==> src/rtl/tkel_pkg.sv <==
// tkel_pkg: constants of the touch key event logic
// Functional notes
// RULE1: interrupt pin goes low on any touch or release of an enabled channel.
// RULE2: software register selects how the interrupt pin is asserted and released. The code's field selects only the release (auto-clear); every event asserts it.
// RULE3: each key output pulls low while its channel is pressed, released otherwise.
// RULE4: shutdown pin low stops sensing and releases outputs; high resumes.
// RULE5: host clears the enable bit of every unused channel.
// RULE6: low slave address bits are chosen by the board strap.
// RULE7: calibration tracks drift and rebaselines channels to avoid false keys.
// RULE8: address is fixed 10001 then two strap bits per strap connection.
// RULE9: auto-clear field: 00 none, 01 after 8 ms, 10 after 32 ms.
// RULE10: per-channel change flag reads one after a touch or release.
// RULE11: channel enable bits, one enables, all four enabled after reset.
// RULE12: without auto-clear the interrupt holds until change flags are read.
`default_nettype none
package tkel_pkg;
    // clock and times
    localparam int unsigned CLK_KHZ   = 25000;
    localparam int unsigned AC8_MS    = 8;
    localparam int unsigned AC32_MS   = 32;
    localparam int unsigned RECAL_MS  = 2000;
    localparam int unsigned AC8_CYC   = AC8_MS * CLK_KHZ;
    localparam int unsigned AC32_CYC  = AC32_MS * CLK_KHZ;
    localparam int unsigned RECAL_CYC = RECAL_MS * CLK_KHZ;
    localparam int          CNT_W     = 26;
    // sizes
    localparam int NCH    = 4;
    localparam int AW     = 8;
    localparam int SYNC_W = 7;
    localparam int IST_W  = 3;
    // register indices, byte address is four times the index
    localparam int          ADDR_LSB  = 2;
    localparam logic [2:0]  IDX_CFG   = 3'h0;
    localparam logic [2:0]  IDX_CHEN  = 3'h1;
    localparam logic [2:0]  IDX_AS    = 3'h2;
    localparam logic [2:0]  IDX_CHG   = 3'h3;
    localparam logic [2:0]  IDX_INT   = 3'h4;
    localparam logic [2:0]  IDX_ISTAT = 3'h5;
    localparam logic [2:0]  IDX_IMASK = 3'h6;
    localparam logic [2:0]  IDX_SADDR = 3'h7;
    // fields
    localparam int CFG_SSD_BIT = 7;
    localparam int CFG_SS_LSB  = 5;
    localparam int INT_ACI_LSB = 6;
    localparam int IST_TOUCH   = 0;
    localparam int IST_REL     = 1;
    localparam int IST_ACLR    = 2;
    // reset values
    localparam logic [7:0]       CHEN_RST  = 8'hff;
    localparam logic [IST_W-1:0] IMASK_RST = 3'h0;
    // auto-clear and sensitivity codes
    localparam logic [1:0] ACI_NONE  = 2'h0;
    localparam logic [1:0] ACI_8MS   = 2'h1;
    localparam logic [1:0] ACI_32MS  = 2'h2;
    localparam logic [1:0] SS_NORMAL = 2'h0;
    localparam logic [1:0] SS_HIGH   = 2'h1;
    localparam logic [1:0] SS_LOW    = 2'h2;
    // debounce samples per sensitivity
    localparam logic [3:0] DEB_NORMAL = 4'h4;
    localparam logic [3:0] DEB_HIGH   = 4'h2;
    localparam logic [3:0] DEB_LOW    = 4'h8;
    // slave address
    localparam logic [4:0] SADDR_HI   = 5'h11;
    localparam logic [1:0] STRAP_GND  = 2'h0;
    localparam logic [1:0] STRAP_VCC  = 2'h3;
    localparam logic [1:0] STRAP_SCL  = 2'h1;
    localparam logic [1:0] STRAP_SDA  = 2'h2;
    localparam logic [2:0] STRAP_WAIT = 3'h4;
endpackage : tkel_pkg
`default_nettype wire

==> src/rtl/tkel_core.sv <==
// tkel_core: touch key event logic with its apb register file
//
// Implementation choices: the placing of the registers and the APB interface to the registers.
`timescale 1ns/1ps
`default_nettype none
module tkel_core #(
    parameter int unsigned AC8_CYCLES   = tkel_pkg::AC8_CYC,
    parameter int unsigned AC32_CYCLES  = tkel_pkg::AC32_CYC,
    parameter int unsigned RECAL_CYCLES = tkel_pkg::RECAL_CYC
) (
    input  wire logic                       pclk,
    input  wire logic                       presetn,
    input  wire logic                       pclken,
    input  wire logic                       psel,
    input  wire logic                       penable,
    input  wire logic                       pwrite,
    input  wire logic [tkel_pkg::AW-1:0]    paddr,
    input  wire logic [31:0]                pwdata,
    output logic      [31:0]                prdata,
    output logic                            pready,
    output logic                            pslverr,
    input  wire logic [tkel_pkg::NCH-1:0]   sense_input,
    input  wire logic                       shutdown_n,
    input  wire logic [1:0]                 addr_strap,
    output logic      [2:0]                 key_out_n_o,
    output logic      [2:0]                 key_out_n_oe,
    output logic                            key_out_ch4_n_o,
    output logic                            key_out_ch4_n_oe,
    output logic                            event_irq_n,
    output logic                            irq,
    output logic      [6:0]                 slave_addr
);
    import tkel_pkg::*;

    logic [SYNC_W-1:0]   pins_raw;
    logic [SYNC_W-1:0]   sync1;
    logic [SYNC_W-1:0]   sync2;
    logic [SYNC_W-1:0]   sync3;
    logic [SYNC_W-1:0]   pins;
    logic [NCH-1:0]      sense_f;
    logic [1:0]          strap_f;
    logic                run;
    logic [2:0]          strap_wait;
    logic                strap_done;
    logic                cfg_ssd;
    logic [1:0]          cfg_ss;
    logic [7:0]          chen;
    logic [1:0]          irq_autoclear_sel;
    logic [IST_W-1:0]    imask;
    logic [IST_W-1:0]    istat;
    logic [IST_W-1:0]    ist_set;
    logic [NCH-1:0]      key_state;
    logic [NCH-1:0]      base;
    logic [NCH-1:0]      ch_on;
    logic [NCH-1:0]      flip;
    logic [NCH-1:0]      recal;
    logic [NCH-1:0]      ev_touch;
    logic [NCH-1:0]      ev_rel;
    logic [NCH-1:0]      ev;
    logic [NCH-1:0]      change_flag;
    logic [NCH-1:0]      chg_clr;
    logic [3:0]          deb_cnt [NCH];
    logic [CNT_W-1:0]    hold_cnt [NCH];
    logic [3:0]          deb_lim;
    logic [CNT_W-1:0]    ac_cnt;
    logic [CNT_W-1:0]    ac_lim;
    logic                ac_auto;
    logic                ac_hit;
    logic [2:0]          idx;
    logic                hit;
    logic                armed;
    logic                chg_sel;
    logic                wr_en;
    logic                rd_chg;
    logic [31:0]         rd_val;

    ////////////////////////////////////////////////////////////////////////////
    // pin inputs: three stages, a change counts once stages two and three agree
    assign pins_raw = {addr_strap, shutdown_n, sense_input};

    always_ff @(posedge pclk or negedge presetn) begin
        if (!presetn) begin
            sync1 <= '0;
            sync2 <= '0;
            sync3 <= '0;
            pins  <= '0;
        end else if (pclken) begin
            sync1 <= pins_raw;
            sync2 <= sync1;
            sync3 <= sync2;
            pins  <= (pins & (sync2 ^ sync3)) | (sync3 & ~(sync2 ^ sync3));
        end
    end

    assign sense_f = pins[NCH-1:0];
    assign strap_f = pins[NCH+2:NCH+1];
    // pin shutdown or software shutdown both stop the block
    assign run     = pins[NCH] & ~cfg_ssd; // RULE4

    ////////////////////////////////////////////////////////////////////////////
    // address strap is caught once the filter has settled after reset
    always_ff @(posedge pclk or negedge presetn) begin
        if (!presetn) begin
            strap_wait <= 3'h0;
            strap_done <= 1'b0;
            slave_addr <= {SADDR_HI, STRAP_GND};
        end else if (pclken && !strap_done) begin
            if (strap_wait == STRAP_WAIT) begin
                strap_done <= 1'b1;
                slave_addr <= {SADDR_HI, strap_f}; // RULE6 RULE8
            end else begin
                strap_wait <= strap_wait + 3'h1;
            end
        end
    end

    ////////////////////////////////////////////////////////////////////////////
    // apb decode; read data is sampled in the setup cycle so it comes from flops
    assign idx     = paddr[ADDR_LSB+2:ADDR_LSB];
    assign hit     = (paddr[AW-1:ADDR_LSB+3] == '0) && (paddr[ADDR_LSB-1:0] == 2'h0);
    assign pready  = pclken & armed;
    assign wr_en   = psel & penable & pwrite & pready & hit;
    assign rd_chg  = psel & penable & ~pwrite & pready & chg_sel;
    // only bits that were reported get cleared, so a late event is never lost
    assign chg_clr = rd_chg ? prdata[NCH-1:0] : '0; // RULE10

    always_comb begin
        rd_val = '0;
        case (idx)
            IDX_CFG:   rd_val[7:0] = {cfg_ssd, cfg_ss, 5'h00};
            IDX_CHEN:  rd_val[7:0] = chen;
            IDX_AS:    rd_val[NCH-1:0] = key_state;
            IDX_CHG:   rd_val[NCH-1:0] = change_flag;
            IDX_INT:   rd_val[7:0] = {irq_autoclear_sel, 6'h00};
            IDX_ISTAT: rd_val[IST_W-1:0] = istat;
            IDX_IMASK: rd_val[IST_W-1:0] = imask;
            IDX_SADDR: rd_val[6:0] = slave_addr;
            default:   rd_val = '0;
        endcase
        if (!hit) begin
            rd_val = '0;
        end
    end

    // answer latched in setup, released at the completing edge
    always_ff @(posedge pclk or negedge presetn) begin
        if (!presetn) begin
            prdata  <= '0;
            pslverr <= 1'b0;
            armed   <= 1'b0;
            chg_sel <= 1'b0;
        end else if (pclken) begin
            if (psel && !penable) begin
                prdata  <= pwrite ? 32'h0000_0000 : rd_val;
                pslverr <= ~hit;
                armed   <= 1'b1;
                chg_sel <= ~pwrite & hit & (idx == IDX_CHG);
            end else if (psel && penable && armed) begin
                armed <= 1'b0;
            end
        end
    end

    ////////////////////////////////////////////////////////////////////////////
    // software registers; read-only offsets ignore writes
    always_ff @(posedge pclk or negedge presetn) begin
        if (!presetn) begin
            cfg_ssd <= 1'b0;
            cfg_ss  <= SS_NORMAL;
            chen    <= CHEN_RST; // RULE11
            irq_autoclear_sel     <= ACI_NONE;
            imask   <= IMASK_RST;
        end else if (wr_en) begin
            case (idx)
                IDX_CFG: begin
                    cfg_ssd <= pwdata[CFG_SSD_BIT];
                    cfg_ss  <= pwdata[CFG_SS_LSB+:2];
                end
                IDX_CHEN:  chen  <= pwdata[7:0]; // RULE11
                IDX_INT:   irq_autoclear_sel   <= pwdata[INT_ACI_LSB+:2]; // RULE2
                IDX_IMASK: imask <= pwdata[IST_W-1:0];
                default: ;
            endcase
        end
    end

    ////////////////////////////////////////////////////////////////////////////
    // calibration: debounce against a tracked baseline, rebaseline on long hold
    always_comb begin
        case (cfg_ss)
            SS_HIGH: deb_lim = DEB_HIGH;
            SS_LOW:  deb_lim = DEB_LOW;
            default: deb_lim = DEB_NORMAL;
        endcase
    end

    // a cleared enable bit silences a floating channel
    assign ch_on = {NCH{run}} & chen[NCH-1:0]; // RULE5 RULE11

    always_comb begin
        for (int i = 0; i < NCH; i++) begin
            flip[i]  = ch_on[i] && ((sense_f[i] ^ base[i]) != key_state[i])
                       && (deb_cnt[i] == deb_lim - 4'h1);
            recal[i] = ch_on[i] && (sense_f[i] ^ base[i])
                       && (hold_cnt[i] >= CNT_W'(RECAL_CYCLES - 1)); // RULE7
        end
    end

    // a rebaseline of a pressed key is reported as a release
    assign ev_touch = flip & ~key_state & ~recal;
    assign ev_rel   = (flip & key_state & ~recal) | (recal & key_state);
    assign ev       = ev_touch | ev_rel; // RULE1

    always_ff @(posedge pclk or negedge presetn) begin
        if (!presetn) begin
            key_state <= '0;
            base      <= '0;
            for (int i = 0; i < NCH; i++) begin
                deb_cnt[i]  <= 4'h0;
                hold_cnt[i] <= '0;
            end
        end else if (pclken) begin
            for (int i = 0; i < NCH; i++) begin
                if (!ch_on[i] || recal[i]) begin
                    // idle level becomes the new baseline
                    key_state[i] <= 1'b0; // RULE4
                    base[i]      <= sense_f[i]; // RULE7
                    deb_cnt[i]   <= 4'h0;
                    hold_cnt[i]  <= '0;
                end else begin
                    if (flip[i]) begin
                        key_state[i] <= ~key_state[i];
                        deb_cnt[i]   <= 4'h0;
                    end else if ((sense_f[i] ^ base[i]) != key_state[i]) begin
                        deb_cnt[i] <= deb_cnt[i] + 4'h1;
                    end else begin
                        deb_cnt[i] <= 4'h0;
                    end
                    if (sense_f[i] ^ base[i]) begin
                        hold_cnt[i] <= hold_cnt[i] + CNT_W'(1);
                    end else begin
                        hold_cnt[i] <= '0;
                    end
                end
            end
        end
    end

    ////////////////////////////////////////////////////////////////////////////
    // open-drain key outputs: only the enable moves, the driven level is low
    assign key_out_n_o     = 3'h0;
    assign key_out_ch4_n_o = 1'b0;

    always_ff @(posedge pclk or negedge presetn) begin
        if (!presetn) begin
            key_out_n_oe     <= 3'h0;
            key_out_ch4_n_oe <= 1'b0;
        end else if (pclken) begin
            key_out_n_oe     <= key_state[2:0]; // RULE3
            key_out_ch4_n_oe <= key_state[3]; // RULE3
        end
    end

    ////////////////////////////////////////////////////////////////////////////
    // change flags: a new event wins over the clear of a read
    always_ff @(posedge pclk or negedge presetn) begin
        if (!presetn) begin
            change_flag <= '0;
        end else if (pclken) begin
            change_flag <= (change_flag & ~chg_clr) | ev; // RULE10
        end
    end

    ////////////////////////////////////////////////////////////////////////////
    // event interrupt pin with auto-clear timer; code 11 behaves as no clear
    assign ac_auto = (irq_autoclear_sel == ACI_8MS) || (irq_autoclear_sel == ACI_32MS); // RULE2
    assign ac_lim  = (irq_autoclear_sel == ACI_8MS) ? CNT_W'(AC8_CYCLES - 1)
                                      : CNT_W'(AC32_CYCLES - 1); // RULE9
    // >= keeps the timer bounded when the mode is shortened mid-count
    assign ac_hit  = ac_auto && !event_irq_n && (ac_cnt >= ac_lim);

    always_ff @(posedge pclk or negedge presetn) begin
        if (!presetn) begin
            event_irq_n <= 1'b1;
            ac_cnt      <= '0;
        end else if (pclken) begin
            if (|ev) begin
                event_irq_n <= 1'b0; // RULE1
                ac_cnt      <= '0;
            end else if (!run || ac_hit || rd_chg) begin
                event_irq_n <= 1'b1; // RULE9 RULE12
                ac_cnt      <= '0;
            end else if (!event_irq_n && ac_auto) begin
                ac_cnt <= ac_cnt + CNT_W'(1);
            end
        end
    end

    ////////////////////////////////////////////////////////////////////////////
    // system interrupt: sticky status, write one to clear, set wins
    assign ist_set[IST_TOUCH] = |ev_touch;
    assign ist_set[IST_REL]   = |ev_rel;
    assign ist_set[IST_ACLR]  = ac_hit & ~(|ev);

    always_ff @(posedge pclk or negedge presetn) begin
        if (!presetn) begin
            istat <= '0;
        end else if (pclken) begin
            if (wr_en && (idx == IDX_ISTAT)) begin
                istat <= (istat & ~pwdata[IST_W-1:0]) | ist_set;
            end else begin
                istat <= istat | ist_set;
            end
        end
    end

    assign irq = |(istat & imask);
endmodule : tkel_core
`default_nettype wire

==> config.mk <==
export PLATFORM = sky130hd
export DESIGN_NAME = tkel_core
export DESIGN_NICKNAME = d
export VERILOG_FILES = /design/src/rtl/tkel_pkg.sv /design/src/rtl/tkel_core.sv
export SDC_FILE = /design/constraint.sdc
export NUM_CORES = 1
export LEC_CHECK = 0
export BUFFER_PORTS_ARGS = -buffer_cell sky130_fd_sc_hd__buf_2
export CELL_PAD_IN_SITES_DETAIL_PLACEMENT = 1
export CELL_PAD_IN_SITES_GLOBAL_PLACEMENT = 1
export CORE_MARGIN = 1
export CORE_UTILIZATION = 42
export DETAILED_ROUTE_END_ITERATION = 16
export HOLD_SLACK_MARGIN = 0.06
export PLACE_DENSITY = 0.8
export SLEW_MARGIN = 20
export SYNTH_ARGS = -nofsm -noshare
export SYNTH_HDL_FRONTEND = slang
export SYNTH_SLANG_ARGS = --single-unit
==> constraint.sdc <==
create_clock -name pclk -period 2.8 [get_ports pclk]
set_input_delay 0.14 -clock pclk [delete_from_list [all_inputs] [get_ports pclk]]
set_output_delay 0.14 -clock pclk [all_outputs]
set_load 0.02 [all_outputs]
Word level (Yosys, flattened, before mapping)
Index checks and enable logic that the tools add are counted.
W data, S select, Z words.
{"block": "word_totals", "ram_bits": 0, "ff_bits": 251, "latch_bits": 0, "in_bits": 53, "n_memories": 0, "out_inout_bits": 51, "mem_bits_ro": 0}
{"block": "classes", "addsub": 11, "shift": 0, "n_div": 0, "mux": 45, "n_reduce_logical": 72, "bitwise": 48, "order_cmp": 5, "n_eq_ne": 20, "n_mul": 0}
{"cell": "$mux W26", "n": 11}
{"cell": "$add A26 B1 Y26 const B", "n": 5}
{"cell": "$ge A26 B26 Y1 const B", "n": 4}
{"cell": "$mux W4", "n": 13}
{"cell": "$reduce_and A2 Y1", "n": 18}
{"cell": "$mux W32", "n": 1}
{"cell": "$and A4 B4 Y4", "n": 7}
{"cell": "$ge A26 B20 Y1", "n": 1}
{"cell": "$logic_and A1 B1 Y1", "n": 24}
{"cell": "$pmux W3 S7", "n": 1}
{"cell": "$mux W20", "n": 1}
{"cell": "$add A4 B1 Y4 const B", "n": 4}
{"cell": "$eq A4 B4 Y1", "n": 4}
{"cell": "$eq A3 B3 Y1 const B", "n": 5}
{"cell": "$and A7 B7 Y7", "n": 2}
{"cell": "$and A1 B1 Y1", "n": 12}
{"cell": "$mux W1", "n": 12}
{"cell": "$not A4 Y4", "n": 3}
{"cell": "$or A4 B4 Y4", "n": 3}
{"cell": "$pmux W3 S4", "n": 1}
{"cell": "$reduce_bool A2 Y1", "n": 6}
{"cell": "$reduce_or A4 Y1", "n": 3}
{"cell": "$not A1 Y1", "n": 9}
{"cell": "$logic_not A1 Y1", "n": 8}
{"cell": "24 further kinds", "n": 43}

Logic depth before layout (Yosys ltp)
Gate-level depths: netlist (run 1).
{"block": "logic_depth", "ltp_word": 14, "depth_mapped": 12, "ltp_nobuf": 11}

Least setup slack after synthesis (run 1)
Ideal clock, no wire load.
{"block": "synth_timing", "path_type": "register -> register", "startpoint": "register hold_cnt[33] in the netlist's numbering", "endpoint": "register ac_cnt[10]", "setup_slack_ns": -0.062, "arrival_time_ns": 2.770, "setup_ns": 0.092, "stages_incl_launch_ff": 10, "path_cell_list": "dfrtp_1 > or4_1 > a211o_1 > a222oi_1 > nor3_1 > mux2_4 > nor4_4 > nand4_2 > buf_6 > o31ai_2"}
{"block": "synth_via", "elab_chain_len": 9, "elab_cells_between_ends": 12}
{"element": "start: declaration", "line": "tkel_core.sv:63", "source": "logic [CNT_W-1:0] hold_cnt [NCH];"}
{"element": "start signal: indexed assignment", "line": "tkel_core.sv:240", "source": "hold_cnt[i] <= hold_cnt[i] + CNT_W'(1);"}
{"element": "$ge A26 B26 Y1 (*)", "line": "tkel_core.sv:205", "source": "&& (hold_cnt[i] >= CNT_W'(RECAL_CYCLES - 1));"}
{"element": "$logic_and A1 B1 Y1 (*)", "line": "tkel_core.sv:205"}
{"element": "$not A4 Y4", "line": "tkel_core.sv:210, tkel_core.sv:211"}
{"element": "$and A4 B4 Y4", "line": "tkel_core.sv:211", "source": "assign ev_rel = (flip & key_state & ~recal) | (recal & key_state);"}
{"element": "$or A4 B4 Y4", "line": "tkel_core.sv:211"}
{"element": "$or A4 B4 Y4 (*)", "line": "tkel_core.sv:212", "source": "assign ev = ev_touch | ev_rel;"}
{"element": "$reduce_or A4 Y1 (*)", "line": "tkel_core.sv:287", "source": "if (|ev) begin"}
{"element": "$reduce_bool A3 Y1 (no line)"}
{"element": "$reduce_and A2 Y1 (no line)"}
{"element": "end signal: assignment", "line": "tkel_core.sv:294", "source": "ac_cnt <= ac_cnt + CNT_W'(1);"}
{"element": "end: declaration", "line": "tkel_core.sv:65", "source": "logic [CNT_W-1:0] ac_cnt;"}
Mark *: on every way between the ends. The rest lies on a longest branch, timed or not.
A chain may end at the register's enable or synchronous reset.

Worst setup path after layout (run 1)
{"block": "layout_timing", "startpoint": "register hold_cnt[78] in the netlist's numbering", "endpoint": "register ac_cnt[19]"}
Same word-level chain as after synthesis.

==> flow_metrics.env, run 1 <==
export IMPL_place_ws_ns=-0.215
export IMPL_place_area_mm2=0.0136
export IMPL_slowest_stage="dfrtp_1"
export IMPL_end_kind="register"
export IMPL_htreeDepth=1
export IMPL_max_freq_mhz=329
export IMPL_routed_via_density=5.86
export IMPL_cp_required_ns=3.26
export IMPL_wl_met3_um=1090
export IMPL_final_nets=1603
export IMPL_cpLargestDelayFamily="compound AO/OA/AOI/OAI gates"
export IMPL_globalRouteOverflowTotal=0
export IMPL_grt_setup_unrepaired="yes"
export IMPL_ys_warn_count=0
export IMPL_setup_slack_ns=-0.241
export IMPL_drcViolationCount=0
export IMPL_syn_area_per_cell_um2=8.97
export IMPL_initial_utilization=0.431
export IMPL_dp_cells=1854
export IMPL_netlist_area_leader_share=0.438
export IMPL_cp_start_kind="register"
export IMPL_crit_path_cell_trace="ha_1 > and3_1 > a2111oi_2 > o41ai_2 > buf_4 > o211ai_1 > o21ai_1 > nor4_4 > nand4_2 > buf_12 > o31ai_2"
export IMPL_cts_tree="built"
export IMPL_yosys_top_cells_area="dfrtp_1, nand2_1, o21ai_0"
export IMPL_slew_headroom=0.438
export IMPL_ys_types=76
export IMPL_maxCapViolations=0
export IMPL_async_flop_share=1.00
export IMPL_numPortBuffers=46
export IMPL_yosys_area_top_type="dfrtp_1"
export IMPL_max_stage_delay_ns=0.39
export IMPL_crit_arrival_ns=3.50
export IMPL_critical_path_buf_inv_count=2
export IMPL_grt_max_degree=120
export IMPL_clock_sinks=227
export IMPL_ys_ff_latch=227
export IMPL_highest_layer="met4"
export IMPL_clock_path_buffers=3
export IMPL_switching_share=0.283
export IMPL_synthFlopType="dfrtp_1"
export IMPL_cts_root_buf="clkbuf_16"
export IMPL_rows=62
export IMPL_die_area_mm2=0.0304
export IMPL_die_h_um=174
export IMPL_seqPwrFrac=0.438
export IMPL_status="finished with violations"
export IMPL_min_period_over_period=1.09
export IMPL_powerDensity_mw_per_mm2=550
export IMPL_grt_pass1_vias=12200
export IMPL_place_hpwl_um=23500
export IMPL_numCtsBuffers=27
export IMPL_grt_pass1_wl_um=62000
export IMPL_met2_length_um=20200
export IMPL_drive_above_1_share=0.196
export IMPL_gp_congestion=0.785
export IMPL_min_path_type="input port to register"
export IMPL_num_vias=11400
export IMPL_leakagePower_nw=6.80
export IMPL_whs_ns=0.114
export IMPL_vdd_ir_drop_max_mv=0.524
export IMPL_synth_seq_area_share=0.457
export IMPL_synth_edf_count=0
export IMPL_area_growth_pct=21.5
export IMPL_clkLatencyLatePin_ns=0.56
export IMPL_first_iter_violations=759
export IMPL_post_route_min_period_ns=3.04
export IMPL_path_clk_slew_ns=0.06
export IMPL_core_mm2=0.0289
export IMPL_fillers=3343
export IMPL_wirelength_um=38900
export IMPL_fin_area_mm2=0.0151
export IMPL_ant_nets=0
export IMPL_grt_use_total=0.247
export IMPL_syn_area_mm2=0.0125
export IMPL_p_int_mw=5.98
export IMPL_io_pins=104
export IMPL_p_switching_mw=2.36
export IMPL_firstDrtPassIters=5
export IMPL_pwr_share_comb=0.137
export IMPL_clock_skew_final_ns=0.0205
export IMPL_tightest_slew_ns=0.842
export IMPL_detail_route_wl_per_cell_um=20.1
export IMPL_antenna_found_initial=2
export IMPL_wl_met1_um=16500
export IMPL_setup_violations=28
export IMPL_power_share_clock=0.424
export IMPL_final_cells=1939
export IMPL_maxSlewViolCount=0
export IMPL_crit_type="register to register"
export IMPL_finalHoldViolations=0
export IMPL_crit_fanout=12
export IMPL_die_w_um=174
export IMPL_violations="negative setup slack"
export IMPL_postSynthCellCount=1389
-- cell type report --
cell class,count,area (um2),area share
inverters,33,129,0.00851
clock buffers,45,813,0.0537
repair buffers,180,1490,0.0986
well taps,384,480,0.0317
flip-flops and latches,227,5690,0.376
clock inverters,5,68.8,0.00454
multi-input cells,1064,6470,0.427
diodes,1,2.50,0.000165
-- worst paths after layout --
kind	depth (start not counted)	startpoint	slack [ns]	end
max	11	hold_cnt[78]	-0.24	ac_cnt[19]
min	3	penable	0.11	pslverr
max reg2reg	11	hold_cnt[78]	-0.24	ac_cnt[19]
min reg2reg	2	pslverr	0.49	pslverr
max in group asynchronous	3	presetn	1.75	chen[7]
min in group asynchronous	2	presetn	0.16	hold_cnt[68]
-- synth_stat cells, drive strengths merged (6+ instances only) --
library cell / n
o21ai: 197
o2bb2ai: 6
nor2b: 15
a22oi: 6
a31oi: 14
o31ai: 30
xor2: 9
inv: 31
or3: 6
mux2i: 11
or2: 7
nor4: 11
or4: 6
dfstp: 9
and3: 49
xnor2: 7
buf: 44
a221oi: 6
nand3: 51
a21oi: 38
and4: 9
dfrtp: 218
a22o: 14
nand2: 239
mux2: 48
nand4: 23
nor2: 61
nand2b: 14
ha: 17
o41ai: 12
nor3: 31
a21o: 13
clkbuf: 52
and2: 20
-- tightest hold or removal path, cell delays in order --
cell and delay, ns:
buf_2 0.09, or2_2 0.27, o21ai_0 0.11
-- what timing repair did --
| item | in CTS | in global routing |
|---|---|---|
| hold buffers | 23 | 0 |
| gates cloned | 1 | 3 |
| endpoints found under the setup margin | 30 | 56 |
| buffers inserted | 3 | 4 |
| pin swaps | 3 | 5 |
| endpoints found under the hold margin | 119 | 0 |
| gates resized for setup | 14 | 36 |
-- through the flow --
stage / total power [mW] / util / TNS (ns)
after floorplan: 4.32 / - / 0
after global placement: 4.62 / 0.472 / -1.59
after detailed placement: 4.69 / 0.472 / -3.30
after CTS: 8.27 / 0.515 / -2.73
after global routing: 8.62 / 0.523 / -11.85
final: 8.34 / 0.523 / -4.94
-- cell families (layout without fill, tap and decap cells) --
kind of cell,Yosys count,in the layout,share of synthesized area
AOI/OAI and AO/OA,380,380,0.192
muxes,59,59,0.0525
and+or+nand+nor,559,559,0.220
DFF,227,227,0.457
adders and majority gates,17,17,0.0171
buffers and inverters,129,263,0.0499
other,2,34,0.000603
xor gates and xnor gates,16,16,0.0112
-- cell usage in the layout, fill, tap and decap left out, types with 15 or more instances in the layout --
cell,synthesis,layout
nand2_1,239,233
dfrtp_1,218,218
o21ai_0,106,106
buf_4,33,97
o21ai_1,91,87
nor2_1,61,60
nand3_1,51,51
and3_1,49,49
buf_2,5,44
mux2_2,40,40
a21oi_1,38,37
conb_1,2,33
clkbuf_16,0,29
inv_1,28,27
nor3_1,31,27
dlygate4sd3_1,0,23
nand4_1,22,22
o31ai_1,24,20
ha_1,17,17
nor2b_1,15,15
-- flip-flops by register name, summed over array words and instances, names as in the netlist, 2 cells and up, named ones only --
name               cells
hold_cnt             104
ac_cnt                26
deb_cnt               16
chen                   8
prdata                 8
sync1                  7
sync2                  7
sync3                  7
base                   4
change_flag            4
key_state              4
imask                  3
istat                  3
key_out_n_oe           3
strap_wait             3
cfg_ss                 2
irq_autoclear_sel      2
slave_addr             2
-- power groups by stage --
| stage | Combinational (mW) | Clock [mW] | Sequential [mW] |
|---|---|---|---|
| final | 1.15 | 3.54 | 3.65 |
| after global placement | 0.941 | 0 | 3.67 |
| after detailed placement | 0.995 | 0 | 3.69 |
| after floorplan | 0.668 | 0 | 3.66 |
| after CTS | 1.06 | 3.57 | 3.65 |
| after global routing | 1.24 | 3.70 | 3.67 |
-- per-layer routing --
metal  track usage  vias up
li1              -     5242
met1         0.310     5782
met2         0.439      239
met3        0.0282       91
met4        0.0841        0
met5             0        -
Note: power is estimated with default switching activity, not from simulation.
==> run 2, diff against run 1 <==
--- a/config.mk
+++ b/config.mk
@@ -8,6 +8,7 @@
 export BUFFER_PORTS_ARGS = -buffer_cell sky130_fd_sc_hd__buf_2
 export CELL_PAD_IN_SITES_DETAIL_PLACEMENT = 1
 export CELL_PAD_IN_SITES_GLOBAL_PLACEMENT = 1
+export CORE_ASPECT_RATIO = 2
 export CORE_MARGIN = 1
 export CORE_UTILIZATION = 42
 export DETAILED_ROUTE_END_ITERATION = 16
==> run 2 against run 1 <==
  * Global-route usage rose by 2.0 points
  * Clock skew rose by 0.00053 ns
  * Setup slack lost 0.17 ns
  * Die area grew 0.13%
  * Clock power shrank 2%
  * Critical endpoint is now ac_cnt[3]
  * Hold slack got worse by 0.037 ns
  * Highest routed layer unchanged
  * Maximum frequency is 5.2% lower
  * The flow still finishes with violations (negative setup slack)
==> flow_metrics.env, run 2 (synthesis gave the netlist of run 1 again) <==
export IMPL_status="finished with violations"
export IMPL_violations="negative setup slack"
export IMPL_min_period_over_period=1.14
export IMPL_crit_type="register to register"
export IMPL_core_mm2=0.0290
export IMPL_num_vias=11500
export IMPL_wirelength_um=40300
export IMPL_gp_congestion=0.845
export IMPL_powerDensity_mw_per_mm2=554
export IMPL_crit_fanout=6
export IMPL_die_w_um=124
export IMPL_min_path_type="input port to register"
export IMPL_cp_required_ns=3.21
export IMPL_finalHoldViolations=0
export IMPL_routed_via_density=6.03
export IMPL_rows=88
export IMPL_clock_path_buffers=3
export IMPL_grt_setup_unrepaired="yes"
export IMPL_area_growth_pct=21.6
export IMPL_layout_commonest_cell="nand2_1"
export IMPL_first_iter_violations=493
export IMPL_maxSlewViolCount=0
export IMPL_max_freq_mhz=312
export IMPL_htreeDepth=1
export IMPL_slew_headroom=0.542
export IMPL_path_clk_slew_ns=0.07
export IMPL_die_area_mm2=0.0304
export IMPL_grt_max_degree=79
export IMPL_final_nets=1594
export IMPL_whs_ns=0.0769
export IMPL_place_hpwl_um=25800
export IMPL_die_h_um=246
export IMPL_numCtsBuffers=22
export IMPL_tightest_slew_ns=0.687
export IMPL_diodes=0
export IMPL_grt_pass1_wl_um=63900
export IMPL_clock_sinks=227
export IMPL_setup_slack_ns=-0.406
export IMPL_cts_tree="built"
export IMPL_p_total_mw=8.40
export IMPL_crit_arrival_ns=3.61
export IMPL_setup_violations=52
export IMPL_post_route_min_period_ns=3.21
export IMPL_firstDrtPassIters=5
export IMPL_cts_root_buf="clkbuf_16"
export IMPL_clkLatencyLatePin_ns=0.53
export IMPL_vdd_ir_drop_max_mv=0.589
export IMPL_reg_top3="hold_cnt (104), ac_cnt (26), deb_cnt (16)"
export IMPL_grt_use_total=0.267
export IMPL_largest_register="hold_cnt"
export IMPL_drive_above_1_share=0.199
export IMPL_globalRouteOverflowTotal=0
export IMPL_initial_utilization=0.430
export IMPL_cp_start_kind="register"
export IMPL_clock_skew_final_ns=0.0210
export IMPL_antenna_found_initial=0
export IMPL_detail_route_wl_per_cell_um=21.2
export IMPL_maxCapViolations=0
export IMPL_crit_start="hold_cnt[33]"
export IMPL_ant_nets=0
export IMPL_io_pins=104
export IMPL_layout_common_cells="nand2_1, dfrtp_1, o21ai_0"
export IMPL_drcViolationCount=0
export IMPL_worstHoldStart="paddr[3]"
export IMPL_numPortBuffers=46
export IMPL_end_kind="register"
export IMPL_rr_startpoint="hold_cnt[33]"
export IMPL_grt_pass1_vias=12600
export IMPL_largest_register_ffs=104
export IMPL_leakagePower_nw=6.79
run 2: cell count changes in the layout (fill, tap and decap cells not counted), moves of 4 or more:
cell,previous run,this run
o21ai_1,87,82
clkbuf_16,29,24
o31ai_2,9,3
o31ai_4,1,5
bufinv_16,1,5
o21ai_2,4,9
clkbuf_1,11,2
buf_12,10,14
buf_4,97,89
buf_6,2,6
dlygate4sd3_1,23,19
run 2: through the flow:
stage	cell area [um2]	std cells	setup WS [ns]	setup TNS, ns	utilization
after global routing	15100	1900	-0.556	-16.69	0.523
after floorplan	12600	1420	0.0169	0	-
final	15100	1900	-0.406	-10.05	0.523
after global placement	13600	1824	-0.242	-5.21	0.470
after detailed placement	13600	1824	-0.304	-6.04	0.470
after CTS	14900	1896	-0.338	-8.29	0.514
run 2: where the power goes:
group / switching, mW / internal, mW / total (mW)
Sequential: 0.204 / 3.46 / 3.66
Combinational: 0.761 / 0.492 / 1.25
Clock: 1.39 / 2.10 / 3.48
run 2: worst max-delay path: stages (launching register included):
cell,delay (ns)
dfrtp_1,0.37
or4_1,0.52
a211o_1,0.28
a222oi_1,0.31
buf_4,0.21
nor3_4,0.04
mux2_4,0.36
nor4_4,0.26
nand4_2,0.24
buf_12,0.22
o31ai_1,0.28
run 2: path summary, 6_finish.rpt:
check / end / slack, ns / depth (start not counted)
max in group asynchronous: chen[7] / 1.75 / 3
setup / recovery: ac_cnt[3] / -0.41 / 10
hold reg to reg: prdata[4] / 0.46 / 2
min in group asynchronous: hold_cnt[67] / 0.20 / 2
hold / removal: prdata[7] / 0.08 / 2
setup reg to reg: ac_cnt[3] / -0.41 / 10
run 2: metal layers:
metal  up-vias  GRT usage  routed length (um)
met5         -          0                   0
met4         0      0.155                2360
met3       144     0.0295                1150
met2       272      0.508               22400
met1      5816      0.271               14400
li1       5225          -                   -
run 2: timing repair:
| action | CTS | global route |
|---|---|---|
| resized for setup | 25 | 46 |
| endpoints found under the hold margin | 102 | 0 |
| hold buffers | 19 | 0 |
| pin swaps | 5 | 8 |
| gates cloned | 3 | 1 |
| setup buffers | 10 | 7 |
| endpoints found under the setup margin | 37 | 68 |
run 2: final cells by class:
class	instances	area [um2]
sequential	227	5690
timing repair buffer	176	1510
tap	360	450
inverter	33	129
fill	3286	13800
clock buffer	30	652
clock inverter	10	180
multi-input combinational	1064	6540
==> run 3, diff against run 2 <==
--- a/config.mk
+++ b/config.mk
@@ -11,9 +11,10 @@
 export CORE_ASPECT_RATIO = 2
 export CORE_MARGIN = 1
 export CORE_UTILIZATION = 42
+export CTS_CLUSTER_SIZE = 24
 export DETAILED_ROUTE_END_ITERATION = 16
 export HOLD_SLACK_MARGIN = 0.06
-export PLACE_DENSITY = 0.8
+export PLACE_DENSITY_LB_ADDON = 0.1
 export SLEW_MARGIN = 20
 export SYNTH_ARGS = -nofsm -noshare
 export SYNTH_HDL_FRONTEND = slang
==> run 3 against run 2 <==
  * The flow still finishes with violations (negative setup slack)
  * Hold slack improved by 0.020 ns
  * Final cell count rose by 2.4%
  * Sequential power barely moved
  * Largest power group unchanged
  * Highest routed layer unchanged
==> flow_metrics.env, run 3 (synthesis gave the netlist of run 1 again) <==
export IMPL_drcViolationCount=0
export IMPL_wirelength_um=38300
export IMPL_core_mm2=0.0290
export IMPL_area_growth_pct=22.3
export IMPL_reg_top3="hold_cnt (104), ac_cnt (26), deb_cnt (16)"
export IMPL_cp_required_ns=3.26
export IMPL_powerDensity_mw_per_mm2=542
export IMPL_rows=88
export IMPL_grt_use_total=0.263
export IMPL_critical_path_buf_inv_count=4
export IMPL_diodes=0
export IMPL_power_share_clock=0.419
export IMPL_max_stage_delay_ns=0.52
export IMPL_clock_sinks=227
export IMPL_numCtsBuffers=23
export IMPL_clock_skew_final_ns=0.0216
export IMPL_largest_register_ffs=104
export IMPL_pwr_share_comb=0.139
export IMPL_p_total_mw=8.27
export IMPL_htreeDepth=1
export IMPL_p_int_mw=6.02
export IMPL_grt_setup_unrepaired="yes"
export IMPL_place_ws_ns=-0.336
export IMPL_utilization=0.526
export IMPL_grt_max_degree=85
export IMPL_cts_root_buf="clkbuf_16"
export IMPL_slowest_stage="or4_1"
export IMPL_path_clk_slew_ns=0.07
export IMPL_vdd_ir_drop_max_mv=0.507
export IMPL_cpLargestDelayFamily="compound AO/OA/AOI/OAI gates"
export IMPL_crit_type="register to register"
export IMPL_routed_via_density=5.77
export IMPL_crit_arrival_ns=3.41
export IMPL_min_path_type="input port to register"
export IMPL_final_nets=1639
export IMPL_leakagePower_nw=6.96
export IMPL_whs_ns=0.0969
export IMPL_largest_register="hold_cnt"
export IMPL_numPortBuffers=46
export IMPL_io_pins=104
export IMPL_antenna_found_initial=0
export IMPL_maxSlewViolCount=0
export IMPL_first_iter_violations=486
export IMPL_grt_pass1_vias=12200
export IMPL_clkLatencyLatePin_ns=0.54
export IMPL_crit_path_cell_trace="or4_1 > a211o_1 > a222oi_1 > buf_4 > nor3_4 > mux2_4 > o41ai_4 > buf_4 > buf_6 > buf_6 > and2_4"
export IMPL_setup_slack_ns=-0.145
export IMPL_ant_nets=0
export IMPL_maxCapViolations=0
export IMPL_min_period_over_period=1.05
export IMPL_crit_fanout=5
export IMPL_post_route_min_period_ns=2.94
export IMPL_layout_common_cells="nand2_1, dfrtp_1, buf_4"
export IMPL_gp_congestion=0.840
export IMPL_grt_pass1_wl_um=62900
export IMPL_violations="negative setup slack"
export IMPL_initial_utilization=0.430
export IMPL_finalHoldViolations=0
export IMPL_drive_above_1_share=0.207
export IMPL_setup_violations=25
export IMPL_place_hpwl_um=26900
export IMPL_cts_tree="built"
export IMPL_switching_share=0.272
export IMPL_num_vias=11200
export IMPL_tightest_slew_ns=0.720
export IMPL_max_freq_mhz=340
export IMPL_slew_headroom=0.520
export IMPL_layout_commonest_cell="nand2_1"
export IMPL_die_w_um=124
export IMPL_die_area_mm2=0.0304
export IMPL_cp_start_kind="register"
export IMPL_globalRouteOverflowTotal=0
export IMPL_clock_path_buffers=3
export IMPL_end_kind="register"
export IMPL_firstDrtPassIters=4
export IMPL_seqPwrFrac=0.442
export IMPL_p_switching_mw=2.25
export IMPL_detail_route_wl_per_cell_um=19.7
export IMPL_status="finished with violations"
export IMPL_die_h_um=246
==> run 3: stage by stage <==
| step | setup TNS [ns] | cell area (um2) | instances |
|---|---|---|---|
| final | -2.43 | 15200 | 1946 |
| after global routing | -5.82 | 15200 | 1946 |
| after CTS | -3.90 | 15100 | 1943 |
| after detailed placement | -7.62 | 13900 | 1872 |
| after global placement | -4.21 | 13900 | 1872 |
| after floorplan | 0 | 12600 | 1420 |
==> run 3: worst min-delay path, delay by kind of cell <==
family,cells,cell delay (ns)
AND/OR/NAND/NOR,2,0.36
buffers and inverters,1,0.09
==> run 3: cell type report <==
class / instances / area [um2]
fill: 3415 / 13700
multi-input combinational: 1064 / 6420
sequential: 227 / 5690
timing repair buffer: 220 / 1730
clock buffer: 33 / 653
tap: 360 / 450
clock inverter: 9 / 174
inverter: 33 / 124
==> run 3: per-layer routing <==
metal | wire, um | track usage | share of wire | vias up
met4 | 1370 | 0.104 | 0.036 | 0
met3 | 953 | 0.0257 | 0.025 | 70
met2 | 21800 | 0.506 | 0.57 | 149
met5 | 0 | 0 | 0 | -
li1 | - | - | - | 5300
met1 | 14200 | 0.284 | 0.37 | 5705
==> run 3: power groups by stage <==
stage                     Clock, mW  Sequential, mW  Combinational, mW
after floorplan                   0            3.66              0.668
after global placement            0            3.70               1.02
after global routing           3.65            3.67               1.28
after detailed placement          0            3.71               1.06
final                          3.46            3.66               1.15
after CTS                      3.56            3.65               1.16
==> run 3: path summary, 6_finish.rpt <==
path                               from            to  slack [ns]  depth (start not counted)
max reg2reg                hold_cnt[34]    ac_cnt[22]       -0.14                         11
max                        hold_cnt[34]    ac_cnt[22]       -0.14                         11
min                             penable         armed         0.1                          3
min in group asynchronous       presetn  hold_cnt[55]        0.20                          2
min reg2reg                  ac_cnt[20]    ac_cnt[20]        0.48                          2
max in group asynchronous       presetn      sync1[6]        1.67                          3
==> run 3: what timing repair did <==
action / 4_1_cts / 5_1_grt
setup endpoints to repair: 57 / 70
gates resized for setup: 13 / 26
hold buffers: 22 / 0
setup buffers: 5 / 3
endpoints found under the hold margin: 114 / 0
pin swaps: 6 / 6
cloned: 2 / 1
